--- src/design/arc_pkg.sv ---
package arc_pkg;
  // Register indices; byte address is four times the index
  localparam logic [11:0] MAIN_CTRL_IDX = 12'h30D;
  localparam logic [11:0] AUX_CTRL_IDX  = 12'h30E;
  localparam logic [11:0] STATUS_IDX    = 12'h310;
  localparam logic [7:0]  MAIN_CTRL_RST = 8'h00;
  localparam logic [7:0]  AUX_CTRL_RST  = 8'h00;
  localparam logic [7:0]  CTRL_WMASK    = 8'h7F;
  localparam int          START_BIT     = 2;
  localparam logic        HRESP_OKAY    = 1'b0;

  localparam int          NUM_CELLS      = 6;
  localparam int          CHAN_W         = 3;
  localparam logic [3:0]  RR_SINGLE_RUNS = 4'h8;

  localparam logic [4:0]  AUX_SEL_CYCLE   = 5'h00;
  localparam logic [4:0]  AUX_SEL_NOSHUNT = 5'h01;
  localparam logic [4:0]  AUX_SEL_FIRST   = 5'h02;
  localparam logic [4:0]  AUX_SEL_LAST    = 5'h07;
  localparam logic [4:0]  AUX_SEL_STEP    = 5'h01;

  // Current-sense measurement times
  localparam int unsigned CLK_PERIOD_NS  = 4;
  localparam int unsigned ISENSE_T00_NS  = 768000;
  localparam int unsigned ISENSE_T01_NS  = 1536000;
  localparam int unsigned ISENSE_T10_NS  = 3072000;
  localparam int unsigned ISENSE_T11_NS  = 12288000;
  localparam int unsigned ISENSE_CYC00   = ISENSE_T00_NS / CLK_PERIOD_NS;
  localparam int unsigned ISENSE_CYC01   = ISENSE_T01_NS / CLK_PERIOD_NS;
  localparam int unsigned ISENSE_CYC10   = ISENSE_T10_NS / CLK_PERIOD_NS;
  localparam int unsigned ISENSE_CYC11   = ISENSE_T11_NS / CLK_PERIOD_NS;
  localparam int          ISENSE_CNT_W   = 24;

  typedef enum logic [1:0] {
    MODE_OFF    = 2'b00,
    MODE_SINGLE = 2'b01,
    MODE_CONT   = 2'b10,
    MODE_RSVD   = 2'b11
  } arc_mode_e;

  typedef struct packed {
    logic       rsvd;
    logic [1:0] isense_meas_time_sel;
    logic       shunt_filter_en;
    logic       cell_filter_en;
    logic       start;
    arc_mode_e  run_mode;
  } arc_main_ctrl_s;

  typedef struct packed {
    logic       rsvd;
    logic       shunt_frontend_detach;
    logic       aux_align;
    logic [4:0] aux_cell_chan_sel;
  } arc_aux_ctrl_s;

  typedef struct packed {
    logic [2:0] aux_chan;
    logic [3:0] rr_cnt;
    logic       running;
  } arc_status_s;

  typedef struct packed {
    logic       shunt_filter_en;
    logic       cell_filter_en;
    logic       shunt_frontend_detach;
    logic       aux_shunt_isolate;
    logic [1:0] isense_meas_time_sel;
  } arc_conv_cfg_s;
endpackage

--- src/design/arc_ctrl_regs.sv ---
// Operation
// RULE1: The current-sense measurement time is 768 us, 1.536 ms, 3.072 ms or 12.288 ms for selector 00 to 11.
// RULE2: The shunt filter enable routes shunt readings only through the post-conversion low-pass filter.
// RULE3: The cell filter enable routes cell voltage readings only through the post-conversion low-pass filter.
// RULE4: Writing 1 to the start bit begins a conversion that samples all main converter inputs.
// RULE5: Control settings written after a start take effect only at the next write of 1 to the start bit.
// RULE6: The start bit clears to 0 when read.
// RULE7: Writing 0 to the start bit has no effect.
// RULE8: Start and run mode drive the current-sense converter together with the main converter.
// RULE9: Run mode 00 stops, 01 runs eight round robins then stops, 10 runs until stopped, 11 is reserved.
// RULE10: The detach bit set disconnects the main converter shunt front end; clear keeps it connected.
// RULE11: Alignment 0 places the auxiliary cell measurement on the main first cell slot; 1 is reserved.
// RULE12: Selector 0x00 cycles the auxiliary converter through all active cell channels.
// RULE13: Selector 0x01 keeps the shunt pins off the auxiliary converter.
// RULE14: Selectors 0x02 to 0x07 lock the auxiliary converter to cell channel one to six.
// RULE15: An inactive channel or reserved code skips the auxiliary conversion in that slot.
// RULE16: Reserved bits read 0 and ignore writes, and all fields reset to 0 leaving both converters idle.
`timescale 1ns/1ps
`default_nettype none
module arc_ctrl_regs #(
  parameter int unsigned ISENSE_CYC00 = arc_pkg::ISENSE_CYC00,
  parameter int unsigned ISENSE_CYC01 = arc_pkg::ISENSE_CYC01,
  parameter int unsigned ISENSE_CYC10 = arc_pkg::ISENSE_CYC10,
  parameter int unsigned ISENSE_CYC11 = arc_pkg::ISENSE_CYC11
) (
  input  wire logic           clk_in,
  input  wire logic           sys_rst_in,
  input  wire logic           hsel_in,
  input  wire logic [31:0]    haddr_in,
  input  wire logic [1:0]     htrans_in,
  input  wire logic           hwrite_in,
  input  wire logic [2:0]     hsize_in,
  input  wire logic [31:0]    hwdata_in,
  input  wire logic           hready_in,
  output logic [31:0]         hrdata_out,
  output logic                hreadyout_out,
  output logic                hresp_out,
  input  wire logic [5:0]     active_cell_cfg_in,
  input  wire logic           main_rr_done_in,
  input  wire logic           main_cell1_slot_in,
  output arc_pkg::arc_conv_cfg_s conv_cfg_out,
  output logic                main_start_out,
  output logic                main_running_out,
  output logic                isense_start_out,
  output logic                isense_running_out,
  output logic                isense_sample_out,
  output logic                aux_start_out,
  output logic [2:0]          aux_cell_chan_out,
  output logic                aux_skip_out
);
  import arc_pkg::*;

  function automatic logic hit(input logic ok, input logic [11:0] idx, input logic [11:0] tgt);
    return ok && (idx == tgt);
  endfunction

  function automatic logic [CHAN_W-1:0] next_active(input logic [CHAN_W-1:0] cur,
                                                    input logic [NUM_CELLS-1:0] mask);
    logic [CHAN_W-1:0] res;
    int                c;
    res = '0;
    for (int i = NUM_CELLS; i >= 1; i--) begin
      c = int'(cur) + i;
      if (c > NUM_CELLS) begin
        c = c - NUM_CELLS;
      end
      if (mask[c-1]) begin
        res = CHAN_W'(c);
      end
    end
    return res;
  endfunction
  logic           a_acc;
  logic           a_rd;
  logic           a_ok;
  logic [11:0]    a_idx;
  logic           dp_wr_d;
  logic           dp_wr_q;
  logic           dp_ok_d;
  logic           dp_ok_q;
  logic [11:0]    dp_idx_d;
  logic [11:0]    dp_idx_q;
  logic [31:0]    rdata_d;
  logic [31:0]    rdata_q;
  logic           wr_main;
  logic           wr_aux;
  logic           go;
  logic           rd_main;
  arc_main_ctrl_s main_fwd;
  arc_main_ctrl_s main_d;
  arc_main_ctrl_s main_q;
  arc_aux_ctrl_s  aux_fwd;
  arc_aux_ctrl_s  aux_d;
  arc_aux_ctrl_s  aux_q;
  arc_status_s    status;
  arc_main_ctrl_s act_main_d;
  arc_main_ctrl_s act_main_q;
  arc_aux_ctrl_s  act_aux_d;
  arc_aux_ctrl_s  act_aux_q;
  logic           run_d;
  logic           run_q;
  logic           start_d;
  logic           start_q;
  logic           iso_d;
  logic           iso_q;
  logic [3:0]     rr_d;
  logic [3:0]     rr_q;
  logic [2:0]     ptr_d;
  logic [2:0]     ptr_q;
  logic [2:0]     chan_d;
  logic [2:0]     chan_q;
  logic           astart_d;
  logic           astart_q;
  logic           skip_d;
  logic           skip_q;
  logic [2:0]     cand;
  logic [4:0]     sel_ofs;
  assign status = '{aux_chan: chan_q, rr_cnt: rr_q, running: run_q};

  always_comb begin
    a_acc    = hsel_in && hready_in && htrans_in[1];
    a_rd     = a_acc && !hwrite_in;
    a_ok     = (haddr_in[31:14] == '0);
    a_idx    = haddr_in[13:2];
    dp_wr_d  = a_acc && hwrite_in;
    dp_ok_d  = a_ok;
    dp_idx_d = a_idx;
    wr_main  = dp_wr_q && hit(dp_ok_q, dp_idx_q, MAIN_CTRL_IDX);
    wr_aux   = dp_wr_q && hit(dp_ok_q, dp_idx_q, AUX_CTRL_IDX);
    go       = wr_main && hwdata_in[START_BIT]; // RULE4
    rd_main  = a_rd && hit(a_ok, a_idx, MAIN_CTRL_IDX);
    main_fwd = main_q;
    if (wr_main) begin
      main_fwd = arc_main_ctrl_s'(hwdata_in[7:0] & CTRL_WMASK); // RULE16
    end
    // Writing 0 leaves a pending start in place
    main_fwd.start = main_q.start || go; // RULE7
    aux_fwd = wr_aux ? arc_aux_ctrl_s'(hwdata_in[7:0] & CTRL_WMASK) : aux_q; // RULE16
    main_d       = main_fwd;
    main_d.start = go || (main_q.start && !rd_main); // RULE6
    aux_d        = aux_fwd;
    // Read data forwarded from a write still in its data phase
    rdata_d = '0;
    if (a_rd && a_ok) begin
      case (a_idx)
        MAIN_CTRL_IDX: rdata_d[7:0] = main_fwd;
        AUX_CTRL_IDX:  rdata_d[7:0] = aux_fwd;
        STATUS_IDX:    rdata_d[7:0] = status;
        default:       rdata_d = '0;
      endcase
    end
  end

  always_ff @(posedge clk_in) begin
    if (sys_rst_in) begin
      dp_wr_q  <= 1'b0;
      dp_ok_q  <= 1'b0;
      dp_idx_q <= '0;
      rdata_q  <= '0;
      main_q   <= arc_main_ctrl_s'(MAIN_CTRL_RST); // RULE16
      aux_q    <= arc_aux_ctrl_s'(AUX_CTRL_RST);
    end else begin
      dp_wr_q  <= dp_wr_d;
      dp_ok_q  <= dp_ok_d;
      dp_idx_q <= dp_idx_d;
      rdata_q  <= rdata_d;
      main_q   <= main_d;
      aux_q    <= aux_d;
    end
  end

  always_comb begin
    act_main_d = act_main_q;
    act_aux_d  = act_aux_q;
    run_d      = run_q;
    rr_d       = rr_q;
    iso_d      = iso_q;
    start_d    = go; // RULE8
    if (go) begin
      // Settings are captured only here
      act_main_d = main_fwd; // RULE5
      act_aux_d  = aux_fwd;
      iso_d      = (aux_fwd.aux_cell_chan_sel == AUX_SEL_NOSHUNT); // RULE13
      run_d      = main_fwd.run_mode inside {MODE_SINGLE, MODE_CONT}; // RULE9
      rr_d       = '0;
    end else if (run_q && main_rr_done_in && act_main_q.run_mode == MODE_SINGLE) begin
      rr_d = rr_q + 1'b1;
      if (rr_d == RR_SINGLE_RUNS) begin
        run_d = 1'b0; // RULE9
      end
    end
  end

  always_ff @(posedge clk_in) begin
    if (sys_rst_in) begin
      act_main_q <= arc_main_ctrl_s'(MAIN_CTRL_RST);
      act_aux_q  <= arc_aux_ctrl_s'(AUX_CTRL_RST);
      run_q      <= 1'b0; // RULE16
      rr_q       <= '0;
      iso_q      <= 1'b0;
      start_q    <= 1'b0;
    end else begin
      act_main_q <= act_main_d;
      act_aux_q  <= act_aux_d;
      run_q      <= run_d;
      rr_q       <= rr_d;
      iso_q      <= iso_d;
      start_q    <= start_d;
    end
  end

  // Alignment value 1 is reserved and treated as first-cell alignment
  always_comb begin
    ptr_d    = ptr_q;
    chan_d   = chan_q;
    astart_d = 1'b0;
    skip_d   = 1'b0;
    cand     = '0;
    sel_ofs  = act_aux_q.aux_cell_chan_sel - AUX_SEL_FIRST + AUX_SEL_STEP;
    if (go) begin
      ptr_d = '0;
    end else if (run_q && main_cell1_slot_in) begin // RULE11
      if (act_aux_q.aux_cell_chan_sel == AUX_SEL_CYCLE) begin
        cand = next_active(ptr_q, active_cell_cfg_in); // RULE12
      end else if (act_aux_q.aux_cell_chan_sel >= AUX_SEL_FIRST &&
                   act_aux_q.aux_cell_chan_sel <= AUX_SEL_LAST) begin
        cand = sel_ofs[2:0]; // RULE14
        if (!active_cell_cfg_in[cand-3'h1]) begin
          cand = '0; // RULE15
        end
      end
      if (cand != '0) begin
        astart_d = 1'b1;
        chan_d   = cand;
        ptr_d    = cand;
      end else begin
        skip_d = 1'b1; // RULE15
      end
    end
  end

  always_ff @(posedge clk_in) begin
    if (sys_rst_in) begin
      ptr_q    <= '0;
      chan_q   <= '0;
      astart_q <= 1'b0;
      skip_q   <= 1'b0;
    end else begin
      ptr_q    <= ptr_d;
      chan_q   <= chan_d;
      astart_q <= astart_d;
      skip_q   <= skip_d;
    end
  end

  arc_isense_timer #(
    .CYC00 (ISENSE_CYC00),
    .CYC01 (ISENSE_CYC01),
    .CYC10 (ISENSE_CYC10),
    .CYC11 (ISENSE_CYC11)
  ) u_timer (
    .clk_in      (clk_in),
    .sys_rst_in  (sys_rst_in),
    .start_in    (start_q),
    .run_in      (run_q),
    .time_sel_in (act_main_q.isense_meas_time_sel),
    .sample_out  (isense_sample_out)
  );

  assign hrdata_out         = rdata_q;
  assign hreadyout_out      = 1'b1;
  assign hresp_out          = HRESP_OKAY;
  assign main_start_out     = start_q;
  assign main_running_out   = run_q;
  assign isense_start_out   = start_q; // RULE8
  assign isense_running_out = run_q;
  assign aux_start_out      = astart_q;
  assign aux_cell_chan_out  = chan_q;
  assign aux_skip_out       = skip_q;
  assign conv_cfg_out = '{shunt_filter_en:       act_main_q.shunt_filter_en, // RULE2
                          cell_filter_en:        act_main_q.cell_filter_en, // RULE3
                          shunt_frontend_detach: act_aux_q.shunt_frontend_detach, // RULE10
                          aux_shunt_isolate:     iso_q,
                          isense_meas_time_sel:  act_main_q.isense_meas_time_sel};
endmodule
`default_nettype wire

--- src/design/arc_isense_timer.sv ---
`timescale 1ns/1ps
`default_nettype none
module arc_isense_timer #(
  parameter int unsigned CYC00 = arc_pkg::ISENSE_CYC00,
  parameter int unsigned CYC01 = arc_pkg::ISENSE_CYC01,
  parameter int unsigned CYC10 = arc_pkg::ISENSE_CYC10,
  parameter int unsigned CYC11 = arc_pkg::ISENSE_CYC11
) (
  input  wire logic       clk_in,
  input  wire logic       sys_rst_in,
  input  wire logic       start_in,
  input  wire logic       run_in,
  input  wire logic [1:0] time_sel_in,
  output logic            sample_out
);
  import arc_pkg::*;

  logic [ISENSE_CNT_W-1:0] cnt_d;
  logic [ISENSE_CNT_W-1:0] cnt_q;
  logic                    smp_d;
  logic                    smp_q;

  function automatic logic [ISENSE_CNT_W-1:0] last_cnt(input logic [1:0] sel);
    int unsigned cyc;
    unique case (sel)
      2'b00: cyc = CYC00;
      2'b01: cyc = CYC01;
      2'b10: cyc = CYC10;
      2'b11: cyc = CYC11;
    endcase
    return ISENSE_CNT_W'(cyc - 1);
  endfunction

  always_comb begin
    cnt_d = '0;
    smp_d = 1'b0;
    if (!start_in && run_in) begin
      if (cnt_q == last_cnt(time_sel_in)) begin // RULE1
        smp_d = 1'b1;
      end else begin
        cnt_d = cnt_q + 1'b1;
      end
    end
  end

  always_ff @(posedge clk_in) begin
    if (sys_rst_in) begin
      cnt_q <= '0;
      smp_q <= 1'b0;
    end else begin
      cnt_q <= cnt_d;
      smp_q <= smp_d;
    end
  end

  assign sample_out = smp_q;
endmodule
`default_nettype wire

--- config.mk ---
export PLATFORM = sky130hd
export DESIGN_NAME = arc_ctrl_regs
export DESIGN_NICKNAME = d
export VERILOG_FILES = /design/src/design/arc_pkg.sv /design/src/design/arc_ctrl_regs.sv /design/src/design/arc_isense_timer.sv
export SDC_FILE = /design/constraint.sdc
export NUM_CORES = 1
export LEC_CHECK = 0
export BUFFER_PORTS_ARGS = -buffer_cell sky130_fd_sc_hd__buf_2
export CAP_MARGIN = 25
export CORE_AREA = 2 2 126 128
export CTS_CLUSTER_SIZE = 24
export DETAILED_ROUTE_END_ITERATION = 16
export DIE_AREA = 0 0 128 130
export SYNTH_ARGS = -nofsm -noshare
export SYNTH_HDL_FRONTEND = slang
export SYNTH_SLANG_ARGS = --single-unit
export TNS_END_PERCENT = 10
--- constraint.sdc ---
create_clock -name clk_in -period 5.87 [get_ports clk_in]
set_clock_uncertainty 0.15 [all_clocks]
set_input_delay 0.8805 -clock clk_in [delete_from_list [all_inputs] [get_ports clk_in]]
set_output_delay 0.8805 -clock clk_in [all_outputs]
set_load 0.05 [all_outputs]
Word-level counts from Yosys, hierarchy flattened --
Index checks and enable logic that the tools add are counted.
Operators by class: add/sub/neg operators 24, multiply operators 0, divide/modulo/power cells 0, magnitude comparators 15, eq/ne operators 14, shift operators 0, multiplexer cells 66, bitwise operators 4, reduce and logical (&&, ||, !) cells 38
Operators by type and width (count):
- 32-bit 2-to-1 mux | 24
- 32-bit by 5-bit less-than comparator with 1-bit output (second input constant) | 6
- 32-bit by 2-bit subtractor with 32-bit output (second input constant) | 6
- 24-bit one-hot mux with 4 select lines | 1
- 12-bit by 10-bit == test with 1-bit output (second input constant) | 5
- 3-bit 2-to-1 mux | 11
- 4-bit by 3-bit subtractor with 5-bit output (second input constant) | 6
- 24-bit by 1-bit adder with 24-bit output (second input constant) | 1
- 24-bit == test | 1
- 4-bit by 3-bit greater-than comparator with 1-bit output (second input constant) | 6
- 24-bit 2-to-1 mux | 1
- 8-bit one-hot mux with 3 select lines | 1
- 24-bit by 1-bit subtractor with 24-bit output (second input constant) | 1
- 1-bit binary-select mux with 3-bit select | 7
- 1-bit 2-to-1 mux | 19
- 1-bit logical AND | 18
- 18-bit logical NOT | 1
- 8-bit 2-to-1 mux | 2
- 3-bit by 3-bit adder with 4-bit output (second input constant) | 3
- 3-bit by 2-bit adder with 4-bit output (second input constant) | 2
- 2-bit by 1-bit == test with 1-bit output (second input constant) | 3
- 2-bit == test (second input constant) | 3
- 2-bit nonzero test | 3
- 2-bit OR reduction | 3
- other kinds (19) | 27
Word-level totals: register bits 114, bits in latches 0, bits in writable memories 0, bits in read-only memories 0, input bits 82, output and inout port bits 50, memories 0

Logic depth before layout (Yosys ltp) --
depth in word-level cells 21, depth in mapped cells 17

Hierarchy --
A second synthesis with hierarchy kept.
Unflattened totals: cells, all modules 618, area, all modules 5512.8 um^2
By module, submodules not included:
- arc_ctrl_regs | times used 1, cells an instance 474, area an instance 4179.0 um^2, seq. area each 1301.2 um^2
- arc_isense_timer | times used 1, cells an instance 144, area an instance 1333.8 um^2, seq. area each 500.5 um^2

Least setup slack after synthesis --
No wires, ideal clock.
path kind flip-flop to flip-flop, from register ptr_q[0], to register chan_q[2] (netlist: aux_cell_chan_out[2]), setup time 73 ps, arrival 4057 ps, data required time 5647 ps, path slack 1589 ps, cell stages (with the launch flop) 17, path buffers 2, clock period less this slack 4281 ps, cell sequence dfxtp_1 > buf_6 > buf_2 > inv_1 > ha_1 > ha_1 > a221o_1 > xnor2_1 > ha_1 > or2_2 > a21o_1 > a21oi_1 > nor4_1 > o311ai_2 > o311ai_2 > or4_1 > o211ai_2
On the way: longest elaborated chain between the ends 21
RTL lines:
- start, declared | line arc_ctrl_regs.sv:109 | logic [2:0] ptr_q;
- start signal, assigned | line arc_ctrl_regs.sv:249 | ptr_q <= ptr_d;
- 3-bit by 3-bit adder with 4-bit output | line arc_ctrl_regs.sv:63 | c = int'(cur) + i;
- 4-bit by 3-bit subtractor with 5-bit output or 4-bit by 3-bit greater-than comparator with 1-bit output (tied branches) | line arc_ctrl_regs.sv:65, arc_ctrl_regs.sv:64
- 32-bit 2-to-1 mux | line arc_ctrl_regs.sv:64 | if (c > NUM_CELLS) begin
- 32-bit 2-to-1 mux | line arc_ctrl_regs.sv:223 | if (act_aux_q.aux_cell_chan_sel == AUX_SEL_CYCLE) begin
- 32-bit 2-to-1 mux | line arc_ctrl_regs.sv:222 | end else if (run_q && main_cell1_slot_in) begin
- 32-bit 2-to-1 mux | line arc_ctrl_regs.sv:220 | if (go) begin
- 32-bit by 2-bit subtractor with 32-bit output | line arc_ctrl_regs.sv:67 | if (mask[c-1]) begin
- 1-bit binary-select mux with 3-bit select | line arc_ctrl_regs.sv:67
- 1-bit 2-to-1 mux (not written as such) (2 in a row) | line arc_ctrl_regs.sv:67
- 3-bit 2-to-1 mux (5 in a row) | line arc_ctrl_regs.sv:67
- 3-bit 2-to-1 mux * | line arc_ctrl_regs.sv:67
- 3-bit 2-to-1 mux * | line arc_ctrl_regs.sv:223
- 3-bit 2-to-1 mux * | line arc_ctrl_regs.sv:222
- 3-bit 2-to-1 mux * | line arc_ctrl_regs.sv:220
- 3-bit nonzero test | line arc_ctrl_regs.sv:232 | if (cand != '0) begin
- 3-bit AND reduction (no source line)
- end signal, assigned | line arc_ctrl_regs.sv:250 | chan_q <= chan_d;
- end, declared | line arc_ctrl_regs.sv:111 | logic [2:0] chan_q;
Every way passes the cells marked *; elsewhere a longest branch is shown, timed or not. The select of a mux whose other input is x is not followed. A chain may end at the register's enable or synchronous reset.

Worst setup path in the final report --
from register ptr_q[1], to register chan_q[2] (netlist: aux_cell_chan_out[2])
The elaborated chain is that of the path after synthesis.

==> metrics.txt <==
Seq/Total Area, Yosys=34.11%; IO Pins=132; Max-Cap Viols=0; clock latency on the worst-skew pair=between 300 and 400 ps; first-pass GRT wire length=approximately 19000 µm; via count=~4300; GRT overflow=0; yosys warns=0; Mapped Cells=slightly above 600; area grow syn2layout=13.31%; cts hold-fix bufs=0; RSZ-0062 raised after global routing=false; period utilization=79.59%; vias in the first global route=about 3900; Final min period=between 4000 and 5000 ps; Die Area=0.01664 mm²; Final Non-Filler Cells=about 870; Worst Path Max Fanout=12; Synth Area per Inst=about 8.5 µm²; Peak supply drop=around 120 µV; Placer Congestion=0.8019; clock share of power=a little under half; FP Rows=46; TNS Setup=0 ps; Buffers on Ports=74; Max Slew Vio Count=0; setup bufs post-CTS=0; DP Area=about 0.0057 mm²; Power Internal=approximately 0.001 W; setup ws final=~1200 ps; Setup CP Type=reg2reg; register area=between 0.0015 and 0.002 mm²; commonest non-fill, non-tap cell in the layout=dfxtp_1; FF+latch count, synth=90; critical path launch point type=register; number of hold violations in the final report=0; Final setup viols=0; Die H=130 µm; Post-Place Setup Slack=around 1300 ps; achievable frequency=0.2140 GHz; highest-count cells in the layout ignoring fill and taps=dfxtp_1, nor2_1, buf_2, nand2_1, ha_1; initial antenna violation count=0; CP required=roughly 6000 ps; leakage=2.488 nW; FILL cells=around 1500; total net switching power=around 0.00032 W; combinational power share=around 7.4%; Seq pwr share=~46%; CP Capture Type=register; Top FF cell, synth=dfxtp_1; switching portion of total power=a little under a quarter; final core utilization=around two fifths; Worst Path Arrival=approximately 4800 ps; clk sink count=90; DRC errors left=0; largest net degree at the start of global routing=51; Worst-path clk slew=approximately 70 ps; ANT nets after route=0; Starting Density=34.25%; H-tree depth=3; DR WL/cell=roughly 13 µm; worst slew pin tran=between 900 and 1000 ps; status=finished, final reports clean; PD cells=between 200 and 250 mW/mm²; Core Area=0.01542 mm²; WL final=11180 µm; number of synthesized flops with an enable pin=0; final net count=around 790; Cells after DPL=approximately 860; Avg Vias per Cell=approximately 4.9; Hold/Removal Path Class=reg2reg; Slew HR=between 30% and 40%; clk buf depth=2; post-cts gate resize count=0; initial drt markers=273; Yosys cell types=71; DRT Pass-1 Iters=4; multi-input logic area=approximately 0.0032 mm²; total track usage=approximately 14%; CTS tree=built; clock root buffer=clkbuf_16; ant diodes=0; layout cells sized above 1=17.03%; Num CTS Buffers=9; hpwl dp=8449 µm; FFs w/ async S/R, synth=0%; width of the die=roughly 130 µm; Final Cell Area=about 0.006 mm²; Mapped Area=0.005283 mm²
-- worst max-delay path, stage by stage (launching register included) --
cell and delay, ps:
dfxtp_1 620, inv_1 300, ha_1 450, ha_1 240, a221o_1 360, xnor2_1 180, ha_1 250, or2_2 280
a21o_1 190, a21oi_1 270, nor4_1 100, o311ai_2 310, o311ai_2 250, or4_1 570, o211ai_2 80
-- sequential cells by signal, indices dropped and copies added, names as in the netlist, 2 cells and up --
register and count:
act_aux_q 5, act_main_q 2, aux_cell_chan_out 3, aux_q 8, conv_cfg_out 5, dp_idx_q 12, hrdata_out 8, main_q 8
ptr_q 3, rr_q 4, u_timer.cnt_q 24
-- stage by stage --
stage	hold WS, ps	power, W
after detailed placement	281.2	0.0007287
after CTS	291.3	0.001362
final	290.7	0.001346
after global placement	277.8	0.0007284
after floorplan	268.5	0.0007123
after global routing	321.0	0.001396
-- per-layer routing --
layer	track usage (%)	part of all wire, %
met5	0	0
met4	4.202	1.3
met3	2.337	3.9
met2	22.24	46
met1	18.86	49
-- synth_stat cells (7+ instances only) --
cell	number	share of area, %
nor4_1	7	0.83
and3_1	9	1.1
nor2_1	89	6.3
a21oi_1	28	2.7
clkbuf_1	15	1.1
nand2_1	54	3.8
xnor2_1	16	2.7
buf_4	34	4.8
ha_1	29	6.9
o21ai_0	9	0.85
nor2b_1	26	3.1
nand3_1	23	2.2
o22ai_1	8	0.95
a211oi_1	9	1.3
xor2_1	26	4.3
inv_1	16	1.1
nor3_1	7	0.66
mux2i_1	16	3.0
dfxtp_1	90	34
-- path summary, 6_finish.rpt --
| kind | slack (ps) | cells past startpoint | end | from |
|---|---|---|---|---|
| setup / recovery | 1200 | 14 | aux_cell_chan_out[2] | ptr_q[1] |
| hold / removal | 290 | 2 | main_q[7] | main_q[7] |
| setup reg to reg | 1200 | 14 | aux_cell_chan_out[2] | ptr_q[1] |
| hold reg to reg | 290 | 2 | main_q[7] | main_q[7] |
-- area by class of cell --
| class | count | area share (%) |
|---|---|---|
| clock buffers | 9 | 3.763 |
| clock inverters | 7 | 1.819 |
| inverters | 16 | 1.003 |
| multi-input cells | 482 | 52.74 |
| flip-flops and latches | 90 | 30.10 |
| well taps | 192 | 4.013 |
| repair buffers | 77 | 6.564 |
-- logic make-up (layout without fill, tap and decap cells) --
group	Yosys count	in the layout	synth area share, %
xor+xnor	42	42	6.963
flops	90	90	34.11
other cells	2	26	0.1422
fa+ha+maj	30	30	7.248
buf+inv	71	109	7.840
mux	24	24	5.376
compound gates	98	98	13.57
simple gates	262	262	24.75
-- power groups by stage --
stage               registers [W]  logic [W]  clock network [W]
finish                   0.000616  0.0000989           0.000631
global route             0.000616   0.000107           0.000672
CTS                      0.000616  0.0000990           0.000647
detailed placement       0.000630  0.0000988                  0
global placement         0.000630  0.0000985                  0
floorplan                0.000630  0.0000828                  0
No activity file was read; power rests on OpenSTA's default activity.
